[config.mk]
export PLATFORM = sky130hd
export DESIGN_NAME = rsc_reset_source_controller
export DESIGN_NICKNAME = d
export VERILOG_FILES = /design/src/rtl/rsc_pkg.sv /design/src/rtl/rsc_reset_source_controller.sv
export SDC_FILE = /design/constraint.sdc
export NUM_CORES = 1
export LEC_CHECK = 0
export ABC_CLOCK_PERIOD_IN_PS = 4700
export BUFFER_PORTS_ARGS = -buffer_cell sky130_fd_sc_hd__buf_2
export CAP_MARGIN = 20
export CORE_MARGIN = 8
export CORE_UTILIZATION = 59
export CTS_BUF_LIST = sky130_fd_sc_hd__clkbuf_4 sky130_fd_sc_hd__clkbuf_8
export DETAILED_ROUTE_END_ITERATION = 8
export PLACE_DENSITY_LB_ADDON = 0.3
export SYNTH_ARGS = -nofsm -noshare
export SYNTH_HDL_FRONTEND = slang
export SYNTH_SLANG_ARGS = --single-unit
[constraint.sdc]
create_clock -name mclk -period 4.7 [get_ports mclk]
set_input_delay 0.705 -clock mclk [delete_from_list [all_inputs] [get_ports mclk]]
set_output_delay 0.705 -clock mclk [all_outputs]
set_load 0.02 [all_outputs]
[src/rtl/rsc_pkg.sv]
// Purpose: shared constants for the reset source controller
// Assumes: 32-bit apb register words, mclk at 250 MHz
// Notes: flags follow the active-low cause convention unless named stack_*
package rsc_pkg;
  // ==========================================================
  // clock and timing
  localparam int unsigned CLK_PERIOD_PS = 4000;
  localparam int unsigned START_DELAY_CYCLES = 10;
  localparam logic [3:0] START_DELAY_LOAD = 4'(START_DELAY_CYCLES - 1);
  localparam int unsigned POWERUP_TIMER_TIME_MS = 64;
  localparam int unsigned POWERUP_TIMER_CYCLES = POWERUP_TIMER_TIME_MS * 1000 * 1000 / 4;
  localparam int unsigned BOR_FILTER_TIME_NS = 1000;
  localparam int unsigned PIN_FILTER_TIME_NS = 200;
  // least times round up to whole cycles
  localparam int unsigned BOR_FILTER_CYCLES = (BOR_FILTER_TIME_NS * 1000 + CLK_PERIOD_PS - 1) / CLK_PERIOD_PS;
  localparam int unsigned PIN_FILTER_CYCLES = (PIN_FILTER_TIME_NS * 1000 + CLK_PERIOD_PS - 1) / CLK_PERIOD_PS;

  // ==========================================================
  // brown-out modes
  localparam logic [1:0] BOR_MODE_ALWAYS = 2'h3;
  localparam logic [1:0] BOR_MODE_AWAKE = 2'h2;
  localparam logic [1:0] BOR_MODE_SOFT = 2'h1;
  localparam logic [1:0] BOR_MODE_OFF = 2'h0;

  // ==========================================================
  // register map
  localparam logic [7:0] CTRL_OFFSET = 8'h00;
  localparam logic [7:0] FLAGS_OFFSET = 8'h04;
  localparam logic [7:0] STATUS_OFFSET = 8'h08;
  localparam int unsigned CTRL_SOFT_BOR_BIT = 0;
  localparam int unsigned CTRL_PULLUP_BIT = 1;
  localparam logic [1:0] CTRL_RESET = 2'h1;
  // flags word: [0] brownout_cause [1] poweron_cause [2] reset_instr [3] ext_pin_reset
  // [4] watchdog_reset [5] powerdown [6] timeout [7] stack_under [8] stack_over
  localparam int unsigned FLAGS_WIDTH = 9;
  localparam logic [8:0] FLAGS_POWERON = 9'h07d;
  localparam logic [8:0] FLAGS_BROWNOUT_SET = 9'h06c;
  localparam logic [8:0] FLAGS_BROWNOUT_KEEP = 9'h012;
  localparam int unsigned FLAG_BOR = 0;
  localparam int unsigned FLAG_POR = 1;
  localparam int unsigned FLAG_RI = 2;
  localparam int unsigned FLAG_PIN = 3;
  localparam int unsigned FLAG_WDT = 4;
  localparam int unsigned FLAG_PD = 5;
  localparam int unsigned FLAG_TO = 6;
  localparam int unsigned FLAG_UNF = 7;
  localparam int unsigned FLAG_OVF = 8;

  // ==========================================================
  // start-up sequence states
  typedef enum logic [2:0] {
    RSC_SEQ_POWER = 3'b000,
    RSC_SEQ_POWERUP_TIMER = 3'b001,
    RSC_SEQ_GATE = 3'b010,
    RSC_SEQ_DELAY = 3'b011,
    RSC_SEQ_RUN = 3'b100
  } rsc_seq_t;
endpackage : rsc_pkg

[src/rtl/rsc_reset_source_controller.sv]
// Purpose: merges reset sources into one core reset and records the cause
// Assumes: comparator and event inputs synchronous to mclk; config bits static
// Notes: apb slave answers with one wait state; writes land on the completing edge
// What this block does
// - leaving programming mode acts exactly like a power-on reset.
// - brown-out resets only after low supply outlasts the filter; clears its cause flag.
// - brown-out level select drives the comparator threshold select.
// - mode 11 always detects; start waits ready and good supply; wake not delayed.
// - mode 11 has detector ready before the core starts executing.
// - mode 10 detects while awake only; wake waits for detector ready.
// - mode 01 lets the soft enable bit switch detection on or off.
// - mode 01 start-up is not gated by ready or supply level.
// - software mode protects as soon as ready; ready flag shows detector state.
// - software mode protection does not change with sleep.
// - mode 00 keeps detection off, starts at once, ignores the soft enable.
// - pin reset enabled if low-voltage programming set, or pin enable set.
// - enabled pin held low keeps the device in reset.
// - pin reset path is filtered so short glitches are ignored.
// - a pin reset clears the pin reset flag.
// - internal resets never drive the reset pin; it stays input only.
// - pin function disabled means plain input with software pull-up.
// - watchdog overflow resets when awake, marking timeout and watchdog flags; in sleep it marks timeout and powerdown only.
// - reset instruction resets the device and clears its flag.
// - stack faults reset only if enabled, and set their matching flag.
// - optional power-up timer lengthens reset after power-on or brown-out.
// - execution starts ten clock cycles after the pin and timer release.
// - each reset marks its cause flag; power-on reloads all flags, brown-out all but the power-on and watchdog flags.
`timescale 1ns/1ps
module rsc_reset_source_controller
  import rsc_pkg::*;
#(
  parameter int unsigned POWERUP_TIMER_COUNT = POWERUP_TIMER_CYCLES,
  parameter int unsigned BOR_FILTER_COUNT = BOR_FILTER_CYCLES,
  parameter int unsigned PIN_FILTER_COUNT = PIN_FILTER_CYCLES
) (
  input wire logic mclk, // system clock
  input wire logic reset, // synchronous chip reset, active high
  input wire logic [1:0] brownout_mode_select, // configuration mode
  input wire logic [1:0] brownout_level_select, // configuration trip level
  input wire logic ext_reset_pin_enable, // configuration pin enable
  input wire logic low_voltage_prog_enable, // configuration low-voltage programming
  input wire logic powerup_timer_enable, // configuration timer enable
  input wire logic stack_reset_enable, // configuration stack reset enable
  input wire logic poweron_detect, // supply below power-on level
  input wire logic supply_below_threshold, // brown-out comparator
  input wire logic brownout_detector_ready, // detector warmed up
  input wire logic prog_mode_exit, // pulse: programming mode left
  input wire logic ext_reset_pin_in, // reset pin level
  input wire logic watchdog_overflow, // pulse: watchdog ran out uncleared
  input wire logic reset_instr, // pulse: reset instruction executed
  input wire logic stack_overflow, // pulse: stack overflow
  input wire logic stack_underflow, // pulse: stack underflow
  input wire logic sleep_active, // core is in sleep
  input wire logic wake_request, // pulse or level: wake event
  input wire logic psel, // apb select
  input wire logic penable, // apb enable
  input wire logic pwrite, // apb direction
  input wire logic [7:0] paddr, // apb byte address
  input wire logic [31:0] pwdata, // apb write data
  output logic [31:0] prdata, // apb read data
  output logic pready, // apb ready
  output logic pslverr, // apb error on unmapped address
  output logic core_reset, // merged core reset, active high
  output logic wake_allowed, // wake may proceed
  output logic brownout_detector_enable, // powers the detector
  output logic [1:0] brownout_threshold_select, // comparator threshold
  output logic ext_reset_pin_out, // pin output value
  output logic ext_reset_pin_oe, // pin output enable
  output logic ext_pin_pullup_enable, // weak pull-up on pin
  output logic ext_pin_gpio_in // pin value as general input
);

  // ==========================================================
  // state
  // one struct holds every register, so a single always_ff covers them all
  typedef struct packed {
    rsc_seq_t seq;
    logic [31:0] seq_cnt;
    logic [31:0] bor_cnt;
    logic [31:0] pin_cnt;
    logic pin_low; // filtered pin low
    logic [FLAGS_WIDTH-1:0] flags;
    logic [1:0] ctrl;
    logic [31:0] rdata;
    logic slverr;
    logic apb_ready; // wait state done, pready may rise
  } rsc_state_t;

  rsc_state_t cur;
  rsc_state_t next_cur;

  // apb decode shared by read and write paths
  function automatic logic addr_mapped(input logic [7:0] a);
    addr_mapped = (a == CTRL_OFFSET) || (a == FLAGS_OFFSET) || (a == STATUS_OFFSET);
  endfunction : addr_mapped

  logic bor_active;
  logic bor_protect;
  logic bor_trip;
  logic pin_func;
  logic power_event;
  logic start_gate_ok;
  logic apb_access;

  // ==========================================================
  // brown-out mode decode
  always_comb begin
    case (brownout_mode_select)
      BOR_MODE_ALWAYS: bor_active = 1'b1;
      BOR_MODE_AWAKE: bor_active = !sleep_active;
      BOR_MODE_SOFT: bor_active = cur.ctrl[CTRL_SOFT_BOR_BIT];
      BOR_MODE_OFF: bor_active = 1'b0;
      default: bor_active = 1'b0;
    endcase
  end

  assign bor_protect = bor_active && brownout_detector_ready;
  assign bor_trip = bor_protect && supply_below_threshold && (cur.bor_cnt >= BOR_FILTER_COUNT);
  assign pin_func = low_voltage_prog_enable || ext_reset_pin_enable;
  // programming exit is a power event
  assign power_event = poweron_detect || prog_mode_exit;

  // start-up gating on detector only for the hardware-forced modes
  always_comb begin
    case (brownout_mode_select)
      BOR_MODE_ALWAYS, BOR_MODE_AWAKE: start_gate_ok = brownout_detector_ready && !supply_below_threshold;
      default: start_gate_ok = 1'b1;
    endcase
  end

  assign apb_access = psel && penable;

  // ==========================================================
  // next state
  always_comb begin
    next_cur = cur;
    next_cur.slverr = 1'b0;

    // brown-out persistence counter, saturating
    // saturation keeps a long sag from wrapping the count and releasing the trip
    if (bor_protect && supply_below_threshold) begin
      if (cur.bor_cnt < BOR_FILTER_COUNT) begin
        next_cur.bor_cnt = cur.bor_cnt + 32'h1;
      end
    end else begin
      next_cur.bor_cnt = 32'h0;
    end

    // runs with the pin function off too, so enabling it never sees a stale level
    // glitch filter: level must hold for the filter count before it flips
    if (ext_reset_pin_in == !cur.pin_low) begin
      next_cur.pin_cnt = 32'h0;
    end else if (cur.pin_cnt + 32'h1 >= PIN_FILTER_COUNT) begin
      next_cur.pin_cnt = 32'h0;
      next_cur.pin_low = !ext_reset_pin_in;
    end else begin
      next_cur.pin_cnt = cur.pin_cnt + 32'h1;
    end

    // software register writes first, so hardware causes below win
    // a write lands on the edge that completes the transfer, when pready is high
    if (apb_access && pwrite && cur.apb_ready) begin
      case (paddr)
        CTRL_OFFSET: next_cur.ctrl = pwdata[1:0];
        FLAGS_OFFSET: next_cur.flags = pwdata[FLAGS_WIDTH-1:0];
        default: next_cur.ctrl = cur.ctrl;
      endcase
    end

    // read data captured in the access cycle
    if (apb_access && !pwrite) begin
      case (paddr)
        CTRL_OFFSET: next_cur.rdata = {30'h0, cur.ctrl};
        FLAGS_OFFSET: next_cur.rdata = {23'h0, cur.flags};
        STATUS_OFFSET: next_cur.rdata = {25'h0, cur.seq, cur.pin_low, bor_protect, core_reset,
                                         brownout_detector_ready};
        default: next_cur.rdata = 32'h0;
      endcase
    end
    if (apb_access) begin
      next_cur.slverr = !addr_mapped(paddr);
    end
    // one wait state: ready rises in the second access cycle and drops after it
    next_cur.apb_ready = apb_access && !cur.apb_ready;

    // ========================================================
    // reset sources, highest priority last
    // filtered pin low holds reset
    if (pin_func && cur.pin_low) begin
      next_cur.flags[FLAG_PIN] = 1'b0;
      if (sleep_active) begin
        next_cur.flags[FLAG_TO] = 1'b1;
        next_cur.flags[FLAG_PD] = 1'b0;
      end
      if (cur.seq == RSC_SEQ_RUN || cur.seq == RSC_SEQ_DELAY) begin
        next_cur.seq = RSC_SEQ_GATE;
      end
    end

    // watchdog: wake in sleep, reset when awake
    if (watchdog_overflow) begin
      next_cur.flags[FLAG_TO] = 1'b0;
      if (sleep_active) begin
        next_cur.flags[FLAG_PD] = 1'b0;
      end else begin
        next_cur.flags[FLAG_WDT] = 1'b0;
        next_cur.seq = RSC_SEQ_GATE;
      end
    end

    if (reset_instr) begin
      next_cur.flags[FLAG_RI] = 1'b0;
      next_cur.seq = RSC_SEQ_GATE;
    end

    if (stack_reset_enable && stack_overflow) begin
      next_cur.flags[FLAG_OVF] = 1'b1;
      next_cur.seq = RSC_SEQ_GATE;
    end
    if (stack_reset_enable && stack_underflow) begin
      next_cur.flags[FLAG_UNF] = 1'b1;
      next_cur.seq = RSC_SEQ_GATE;
    end

    if (bor_trip) begin
      next_cur.flags = (cur.flags & FLAGS_BROWNOUT_KEEP) | FLAGS_BROWNOUT_SET;
      next_cur.flags[FLAG_BOR] = 1'b0;
      next_cur.ctrl = CTRL_RESET;
      next_cur.seq = RSC_SEQ_POWER;
    end

    // last in line, so a power event overrides every other cause in the same cycle
    // power-on and programming exit
    if (power_event) begin
      next_cur.flags = FLAGS_POWERON;
      next_cur.ctrl = CTRL_RESET;
      next_cur.seq = RSC_SEQ_POWER;
    end

    // ========================================================
    // start-up sequence
    case (cur.seq)
      RSC_SEQ_POWER: begin
        // only the forced modes wait for a ready detector and good supply
        if (!power_event && !bor_trip && start_gate_ok) begin
          next_cur.seq = powerup_timer_enable ? RSC_SEQ_POWERUP_TIMER : RSC_SEQ_GATE;
          next_cur.seq_cnt = 32'h0;
        end
      end
      RSC_SEQ_POWERUP_TIMER: begin
        // timer runs regardless of the pin
        if (!power_event && !bor_trip) begin
          if (cur.seq_cnt + 32'h1 >= POWERUP_TIMER_COUNT) begin
            next_cur.seq = RSC_SEQ_GATE;
          end else begin
            next_cur.seq_cnt = cur.seq_cnt + 32'h1;
          end
        end
      end
      RSC_SEQ_GATE: begin
        // only a brown-out or power event in this cycle has already moved next_cur.seq away from here
        // wait pin release, then load the ten-cycle delay
        if (next_cur.seq == RSC_SEQ_GATE && start_gate_ok && !(pin_func && cur.pin_low)) begin
          next_cur.seq = RSC_SEQ_DELAY;
          next_cur.seq_cnt = {28'h0, START_DELAY_LOAD};
        end
      end
      RSC_SEQ_DELAY: begin
        if (next_cur.seq == RSC_SEQ_DELAY) begin
          if (cur.seq_cnt == 32'h0) begin
            next_cur.seq = RSC_SEQ_RUN;
          end else begin
            next_cur.seq_cnt = cur.seq_cnt - 32'h1;
          end
        end
      end
      RSC_SEQ_RUN: begin
        next_cur.seq_cnt = 32'h0;
      end
      default: next_cur.seq = RSC_SEQ_POWER;
    endcase
  end

  // ==========================================================
  // state register; chip reset looks like a power-on
  always_ff @(posedge mclk) begin
    if (reset) begin
      cur.seq <= RSC_SEQ_POWER;
      cur.seq_cnt <= 32'h0;
      cur.bor_cnt <= 32'h0;
      cur.pin_cnt <= 32'h0;
      cur.pin_low <= 1'b0;
      cur.flags <= FLAGS_POWERON;
      cur.ctrl <= CTRL_RESET;
      cur.rdata <= 32'h0;
      cur.slverr <= 1'b0;
      cur.apb_ready <= 1'b0;
    end else begin
      cur <= next_cur;
    end
  end

  // ==========================================================
  // outputs
  // one core reset, decoded from the registered sequence state
  assign core_reset = (cur.seq != RSC_SEQ_RUN);
  // limitation: in mode 10 the detector sleeps with the core, so the core leaves sleep first
  // hold wake until ready; no delay
  assign wake_allowed = wake_request && ((brownout_mode_select != BOR_MODE_AWAKE) || brownout_detector_ready);
  assign brownout_detector_enable = bor_active;

  assign brownout_threshold_select = brownout_level_select;

  assign ext_reset_pin_out = 1'b0;
  assign ext_reset_pin_oe = 1'b0;

  // pull-up fixed on with pin reset, software otherwise
  assign ext_pin_pullup_enable = pin_func ? 1'b1 : cur.ctrl[CTRL_PULLUP_BIT];
  assign ext_pin_gpio_in = ext_reset_pin_in;
  assign prdata = cur.rdata;
  assign pslverr = cur.slverr && pready;
  // one wait state: data and error are registered from the first access cycle
  // pready is combinational, but only from registered state and the bus inputs
  assign pready = psel && penable && cur.apb_ready;

endmodule : rsc_reset_source_controller

==> results of run 1 <==
layout make-up:
class                      instances  area [um2]
multi-input combinational        693        4220
fill                            1031        4220
sequential                       122        2440
timing repair buffer              67         400
clock buffer                      17         234
tap                              147         184
clock inverter                    15         148
inverter                          17        63.8
worst max-delay path: stages (launching register included):
cell	delay (ns)
dfxtp_1	0.50
ha_1	0.25
nand3_1	0.08
buf_4	0.18
or4_1	0.62
nor3_1	0.38
mux2_2	0.38
a22oi_1	0.24
and3_1	0.24
a31o_2	0.49
buf_4	0.29
a21oi_1	0.10
a311oi_2	0.24
cells in the final DEF (no fill, tap or decap), types with 6 or more instances in the layout:
cell type,netlist,routed
dfxtp_1,122,122
inv_1,17,17
mux2_2,6,6
nand3_1,31,31
o21ai_0,40,40
o32ai_1,6,6
xor2_1,14,14
mux2i_1,16,16
or4_1,9,9
or2_2,6,6
o22ai_1,7,7
buf_4,39,11
conb_1,1,51
a21oi_1,61,61
and3_1,10,10
xnor2_1,14,14
nand2b_1,8,8
clkbuf_8,0,17
and2_1,29,29
nor4_1,21,21
buf_2,12,54
or3_1,15,15
a31oi_1,9,9
a22oi_1,16,16
o21ai_1,6,6
a311oi_2,16,16
o211ai_1,7,7
nor3_1,29,29
nor2_1,83,83
nand2_1,72,72
ha_1,7,7
nand4_1,23,23
metrics by stage:
stage	area, um2	worst slack, ns	hold slack [ns]
after floorplan	7310	1.43	0.394
after global placement	7280	0.717	0.402
after global routing	7690	0.357	0.421
final	7690	0.601	0.426
after CTS	7660	0.641	0.425
after detailed placement	7280	0.662	0.413
registers in the layout (all words and copies together) (netlist names):
signal / flops
cur: 113
prdata: 9
cells in the mapped netlist, types with 6 or more instances:
| master | count | share of area [%] |
|---|---|---|
| and2_1 | 29 | 2.5 |
| o211ai_1 | 7 | 0.74 |
| nor4_1 | 21 | 1.8 |
| or3_1 | 15 | 1.3 |
| nand2b_1 | 8 | 0.70 |
| o22ai_1 | 7 | 0.62 |
| nand3_1 | 31 | 2.2 |
| a22oi_1 | 16 | 1.7 |
| buf_2 | 12 | 0.84 |
| a21oi_1 | 61 | 4.3 |
| o21ai_1 | 6 | 0.42 |
| nand4_1 | 23 | 2.0 |
| clkbuf_1 | 44 | 2.3 |
| xor2_1 | 14 | 1.7 |
| ha_1 | 7 | 1.2 |
| and3_1 | 10 | 0.88 |
| nor3_1 | 29 | 2.0 |
| or4_1 | 9 | 0.95 |
| buf_4 | 39 | 4.1 |
| o32ai_1 | 6 | 0.74 |
| o21ai_0 | 40 | 2.8 |
| nand2_1 | 72 | 3.8 |
| mux2_2 | 6 | 0.95 |
| xnor2_1 | 14 | 1.7 |
| or2_2 | 6 | 0.53 |
| inv_1 | 17 | 0.90 |
| a31oi_1 | 9 | 0.79 |
| dfxtp_1 | 122 | 34 |
| a311oi_2 | 16 | 3.4 |
| mux2i_1 | 16 | 2.2 |
| nor2_1 | 83 | 4.4 |
cell families (layout without fill, tap and decap cells):
| family | count (synthesis) | in the layout |
|---|---|---|
| AO/OA/AOI/OAI | 221 | 221 |
| XOR/XNOR | 28 | 28 |
| buffers and inverters | 120 | 116 |
| flip-flops | 122 | 122 |
| multiplexers | 22 | 22 |
| other | 1 | 51 |
| adder cells (fa/ha/maj) | 7 | 7 |
| AND/OR/NAND/NOR | 364 | 364 |
report_power, final:
part	internal (mW)	leakage [nW]	switching, mW
combinational	0.101	1.76	0.185
clock	0.392	0.186	0.499
sequential	1.05	0.995	0.0240
metal layers:
metal  routed length (um)  global-route usage [%]
met1                 7170                    25.3
met2                 7790                    33.4
met3                 1160                    5.32
met4                  246                    7.64
met5                   10                       0
path summary, 6_finish.rpt:
kind | end | slack (ns) | cells after the start
worst max-delay path | cur[129]$_SDFFE_PP0P_ | 0.60 | 12
worst min-delay path | cur[0]$_SDFF_PP0_ | 0.43 | 1
worst max register to register | cur[129]$_SDFFE_PP0P_ | 0.60 | 12
worst min register to register | cur[0]$_SDFF_PP0_ | 0.43 | 1
==> flow_summary.toml, run 1 <==
[hold_path]
min_from = "cur[0]$_SDFF_PP0_"
hold_class = "flip-flop to flip-flop"

[synthesis]
syn_inst = 885
synth-seq-area-share_pct = 34.3
synth_simple_gate_area_share_pct = 26.6
yosysWarnings = 0
syn_avg_cell_area_um2 = 8.04
synth_edf_count = 0
synthMuxAreaShare_pct = 3.20
synthesis.area_um2 = 7120
synth_compound_area_share_pct = 22.2
async_flop_share_pct = 0
synth_xor_xnor_area_share_pct = 3.44
synthFlopType = "dfxtp_1"
ys_types = 71
synth_top_family_by_area = "simple AND/OR/NAND/NOR gates"
synth-seq-cells = 122
yosys.area_share.adder_pct = 1.23

[power]
power_density_nw_per_um2 = 293
irDropWorstVdd_uv = 279
power_mw = 2.25
p_leak_nw = 2.94

[floorplan]
start_util_pct = 59.8
chipHeight_um = 126
rows = 40
boundaryPins = 107
die-area_um2 = 15800
die_width_um = 126
core-area_um2 = 11900

[grt]
grt_pass1_vias = 5713
grt_max_degree = 34
antenna_found_initial = 1
grt_pass1_wl_um = 26800
grt-ovfl-total = 0
track_usage_pct = 20.4

[route]
drt.antenna.violating_nets = 0
route.detailed.wl_per_inst_um = 15.2
drtIter0Drc = 579
via_count = 6464
firstDrtPassIters = 5
wirelength_um = 16400
drc = 0
viasPerCell = 6.00

[cts]
cts_setup_buffers = 0
cts_root_buf = "clkbuf_8"
cts_tree = "done"
clkTransAtPathRegs_ns = 0.08
clk_latency_ns = 0.46
htreeDepth = 4
cts_buffers = 17
cts_resized = 0
hold_buffers = 0
cts_sinks = 122
cts_buffer_depth = 2

[timing]
slew_viol_final = 0
setup_viol = 0
post-route-min-period_ns = 4.10
rsz0062_at_grt = "false"
finClkSkew_ns = 0.00991
max_freq_mhz = 244
slew_headroom_pct = 38.8
fin_setup_tns_ns = 0
tightest_slew_ns = 0.918
hold_viol_final = 0
period_share_pct = 87.2

[setup_path]
path_max_fanout = 19
startpoint_type = "flip-flop"
critical_path_arrival_ns = 4.47
critPathKind = "flip-flop to flip-flop"
cp-startpoint = "cur[110]$_SDFFE_PP0P_"
cp-end-kind = "flip-flop"
worstReg2RegStart = "cur[110]$_SDFFE_PP0P_"
cp.required_ns = 5.07

[final_layout]
layout-drive-gt1-share_pct = 15.0
final_cells = 1078
antenna_cells = 0
nNetsFinal = 989
syn2layout_area_growth_pct = 8.08
postLayoutCoreUtil_pct = 64.6

[placement]
gp_congestion = 0.910
portBuffers = 54
dp_hpwl_um = 11600
dp_cells = 1044

[outcome]
status = "finished, final reports clean"

[run]
max_cap_viol_count = 0
Note: power is estimated with default switching activity, not from simulation.
==> run 2, diff against run 1 <==
Settings changed: CORE_UTILIZATION 59 to 40.
==> run 2 against run 1 <==
  * Clock-buffer cell count is 1 higher
  * Routed wire length is 10% higher
  * Sequential cell count stayed put
  * Clock skew is 0.0063 ns higher
  * Cell area is 1.4% higher
  * Register-to-register slack better by 0.03 ns
  * Critical path type unchanged
  * Largest power group unchanged
==> flow_summary.toml, run 2 (synthesized netlist as in run 1, its figures left out) <==
[setup_path]
cp-end-kind = "flip-flop"
worstReg2RegStart = "cur[110]$_SDFFE_PP0P_"
cp-startpoint = "cur[110]$_SDFFE_PP0P_"
cp.required_ns = 5.03
critical_path_arrival_ns = 4.40
startpoint_type = "flip-flop"
critPathKind = "flip-flop to flip-flop"
path_max_fanout = 24

[floorplan]
chipHeight_um = 149
rows = 48
start_util_pct = 41.0
core-area_um2 = 17400
boundaryPins = 107
die-area_um2 = 22300
die_width_um = 149

[cts]
clk_latency_ns = 0.45
cts_sinks = 122
cts_buffers = 17
cts_buffer_depth = 2
cts_setup_buffers = 0
cts_resized = 0
htreeDepth = 4
cts_tree = "done"
cts_root_buf = "clkbuf_8"
hold_buffers = 0
clkTransAtPathRegs_ns = 0.08

[route]
highest_layer = "met4"
drc = 0
viasPerCell = 5.56
drt.antenna.violating_nets = 0
firstDrtPassIters = 5
drtIter0Drc = 387
wirelength_um = 18000
met2_length_um = 7960
drt-met1-wl_um = 8780
route.detailed.wl_per_inst_um = 15.6
routed-wl-met3_um = 972
via_count = 6425

[hold_path]
min_from = "cur[0]$_SDFF_PP0_"
hold_class = "flip-flop to flip-flop"

[outcome]
status = "finished, final reports clean"

[timing]
finClkSkew_ns = 0.0162
slew_headroom_pct = 34.5
fin_setup_tns_ns = 0
tightest_slew_ns = 0.973
hold_viol_final = 0
setup_viol = 0
period_share_pct = 86.5
hold_slack_ns = 0.424
rsz0062_at_grt = "false"
post-route-min-period_ns = 4.07
max_freq_mhz = 246
setup_slack_ns = 0.632
slew_viol_final = 0

[placement]
portBuffers = 54
placed_cell_area_um2 = 7380
pre_cts_ws_ns = 0.700
dp_cells = 1124
gp_congestion = 0.860
dp_hpwl_um = 12700

[final_layout]
final_cells = 1156
final_common_cell = "dfxtp_1"
design_area_um2 = 7800
nNetsFinal = 989
syn2layout_area_growth_pct = 9.61
regMostFlops = "cur"
largest_reg_flops = 113
antenna_cells = 0
layout-drive-gt1-share_pct = 15.0
layout_common_cells = "dfxtp_1, nor2_1, nand2_1, a21oi_1, buf_2"

[grt]
grt_pass1_vias = 6011
grt_max_degree = 35
grt_pass1_wl_um = 29600
track_usage_pct = 16.1
grt-ovfl-total = 0
antenna_found_initial = 0

[power]
p_leak_nw = 2.95
power_density_nw_per_um2 = 304
irDropWorstVdd_uv = 212

[run]
max_cap_viol_count = 0
run 2: through the flow:
stage	power, mW	util (%)
after CTS	2.40	45.0
final	2.37	45.0
after global routing	2.47	45.0
after detailed placement	1.38	42.5
after floorplan	1.33	-
after global placement	1.38	42.5
run 2: worst max-delay path, cell delays in order, from the launching register on:
cell and delay [ns]:
dfxtp_1 0.51, ha_1 0.24, nand3_1 0.08, buf_4 0.18, or4_1 0.64, nor3_1 0.37
mux2_2 0.38, a22oi_1 0.21, and3_1 0.24, a31o_2 0.34, buf_4 0.36, o21ai_1 0.11
a32o_1 0.26
run 2: report_power, final:
part | switching, mW | internal (mW)
Clock | 0.500 | 0.510
Sequential | 0.0242 | 1.05
Combinational | 0.188 | 0.0959
run 2: metal layers:
metal,vias up,global-route usage (%)
li1,3222,-
met1,2999,21.6
met2,175,24.7
met3,29,3.65
met4,0,6.26
met5,-,0
run 2: final cells by class:
class / instances / area, um2
inverter: 17 / 63.8
clock buffer: 18 / 248
timing repair buffer: 67 / 372
multi-input combinational: 693 / 4220
clock inverter: 14 / 174
sequential: 122 / 2440
tap: 225 / 282
fill: 1740 / 9550
run 2: worst paths after layout:
| check | end | slack [ns] | cells after the start |
|---|---|---|---|
| setup / recovery | cur[131]$_SDFFE_PP0P_ | 0.63 | 12 |
| hold / removal | cur[0]$_SDFF_PP0_ | 0.42 | 1 |
| setup reg to reg | cur[131]$_SDFFE_PP0P_ | 0.63 | 12 |
| hold reg to reg | cur[0]$_SDFF_PP0_ | 0.42 | 1 |
==> run 3, diff against run 2 <==
Settings changed: ABC_CLOCK_PERIOD_IN_PS 4700 to 4450, CTS_BUF_LIST sky130_fd_sc_hd__clkbuf_4 sky130_fd_sc_hd__clkbuf_8 to sky130_fd_sc_hd__clkbuf_2 sky130_fd_sc_hd__clkbuf_4 sky130_fd_sc_hd__clkbuf_8.
Clock period 4.7 ns to 4.45 ns, I/O delays scaled along.
==> run 3 against run 2 <==
  * Sequential share of layout area hardly changed
  * Combinational power grew 5%
  * Via count grew 0.48%
  * Final cell count shrank 0.17%
  * Die area stayed put
  * Register-to-register slack got worse by 0.08 ns
  * Sequential power increased by 6%
  * Largest power group unchanged
==> flow_summary.toml, run 3 (synthesized netlist as in run 1, its figures left out) <==
[power]
p_sw_share_pct = 29.8
irDropWorstVdd_uv = 163
power_density_nw_per_um2 = 320
p_seq_share_pct = 45.6
power_mw = 2.50
p_leak_nw = 2.95
clkPwrFrac_pct = 42.4
p_switching_mw = 0.744
p_int_mw = 1.75
combPwrFrac_pct = 12.0

[floorplan]
start_util_pct = 41.0
chipHeight_um = 149
boundaryPins = 107
rows = 48
core-area_um2 = 17400
die_width_um = 149
die-area_um2 = 22300

[placement]
gp_congestion = 0.867
portBuffers = 54
dp_hpwl_um = 12800

[final_layout]
nNetsFinal = 987
syn2layout_area_growth_pct = 9.54
largest_reg_flops = 113
postLayoutCoreUtil_pct = 44.9
layout_common_cells = "dfxtp_1, nor2_1, nand2_1, a21oi_1, buf_2"
layout-drive-gt1-share_pct = 14.9
regMostFlops = "cur"
antenna_cells = 0
final_common_cell = "dfxtp_1"

[route]
drt.antenna.violating_nets = 0
drtIter0Drc = 497
drc = 0
viasPerCell = 5.59
via_count = 6456
wirelength_um = 18000
firstDrtPassIters = 5
route.detailed.wl_per_inst_um = 15.6

[cts]
cts_buffer_depth = 2
cts_setup_buffers = 0
cts_buffers = 17
cts_tree = "done"
cts_root_buf = "clkbuf_8"
cts_sinks = 122
htreeDepth = 4
clkTransAtPathRegs_ns = 0.08
clk_latency_ns = 0.44
cts_resized = 0
hold_buffers = 0

[setup_path]
critical_path_arrival_ns = 4.25
critPathKind = "flip-flop to flip-flop"
cp-end-kind = "flip-flop"
path_max_fanout = 18
cp.required_ns = 4.80
startpoint_type = "flip-flop"
r2r_slack_ns = 0.55

[hold_path]
hold_class = "flip-flop to flip-flop"

[grt]
track_usage_pct = 16.5
antenna_found_initial = 0
grt_pass1_vias = 6096
grt_max_degree = 28
grt-ovfl-total = 0
grt_pass1_wl_um = 30300

[timing]
tightest_slew_ns = 1.04
period_share_pct = 87.6
rsz0062_at_grt = "false"
finClkSkew_ns = 0.0146
max_freq_mhz = 257
slew_viol_final = 0
setup_viol = 0
hold_viol_final = 0
fin_setup_tns_ns = 0
slew_headroom_pct = 30.1
post-route-min-period_ns = 3.90

[run]
max_cap_viol_count = 0

[outcome]
status = "finished, final reports clean"
[run 3: cell types whose count changed in the layout (fill, tap and decap cells not counted), sizes merged]
cell / delta
clkinvlp: -1
buf: -2
clkinv: +3
inv: -2
[run 3: routing by layer]
| metal | track usage [%] | wire (um) | part of all wire [%] | vias up |
|---|---|---|---|---|
| li1 | - | - | - | 3214 |
| met1 | 22.3 | 8730 | 49 | 3014 |
| met2 | 24.7 | 7800 | 43 | 205 |
| met3 | 3.75 | 1140 | 6.3 | 23 |
| met4 | 6.81 | 303 | 1.7 | 0 |
| met5 | 0 | 0 | 0 | - |
[run 3: power by group through the flow]
| stage | registers, mW | clock network [mW] | logic, mW |
|---|---|---|---|
| 2_1_floorplan | 1.15 | 0 | 0.256 |
| 3_3_place_gp | 1.16 | 0 | 0.292 |
| 3_5_place_dp | 1.16 | 0 | 0.294 |
| 4_1_cts | 1.14 | 1.08 | 0.295 |
| 5_1_grt | 1.14 | 1.13 | 0.332 |
| 6_report | 1.14 | 1.06 | 0.299 |
[run 3: worst max-delay path: stages (launching register included)]
cell	delay (ns)
dfxtp_1	0.51
ha_1	0.25
nand3_1	0.15
or4_1	0.67
nor3_1	0.40
mux2_2	0.38
a22oi_1	0.21
and3_1	0.24
a31o_2	0.33
buf_4	0.31
a21oi_1	0.11
a311oi_2	0.24
[run 3: cell type report]
| cell class | instances | area, um2 |
|---|---|---|
| inverters | 17 | 63.8 |
| fillers | 1705 | 9560 |
| clock inverters | 14 | 175 |
| multi-input cells | 693 | 4220 |
| flip-flops and latches | 122 | 2440 |
| repair buffers | 65 | 365 |
| clock buffers | 18 | 248 |
| well taps | 225 | 282 |
[run 3: final timing paths]
| check | startpoint | end | cells past startpoint |
|---|---|---|---|
| hold reg to reg | cur[0]$_SDFF_PP0_ | cur[0]$_SDFF_PP0_ | 1 |
| setup / recovery | cur[110]$_SDFFE_PP0P_ | cur[120]$_SDFFE_PP0P_ | 11 |
| hold / removal | cur[0]$_SDFF_PP0_ | cur[0]$_SDFF_PP0_ | 1 |
| setup reg to reg | cur[110]$_SDFFE_PP0P_ | cur[120]$_SDFFE_PP0P_ | 11 |
[run 3: through the flow]
stage                     cell area (um2)  hold slack (ns)  setup WS, ns  instances
final                                7800            0.424         0.552       1154
after global routing                 7800            0.428         0.377       1154
after CTS                            7800            0.419         0.608       1154
after detailed placement             7380            0.416         0.628       1122
after global placement               7380            0.419         0.713       1122
after floorplan                      7310            0.394          1.18        935
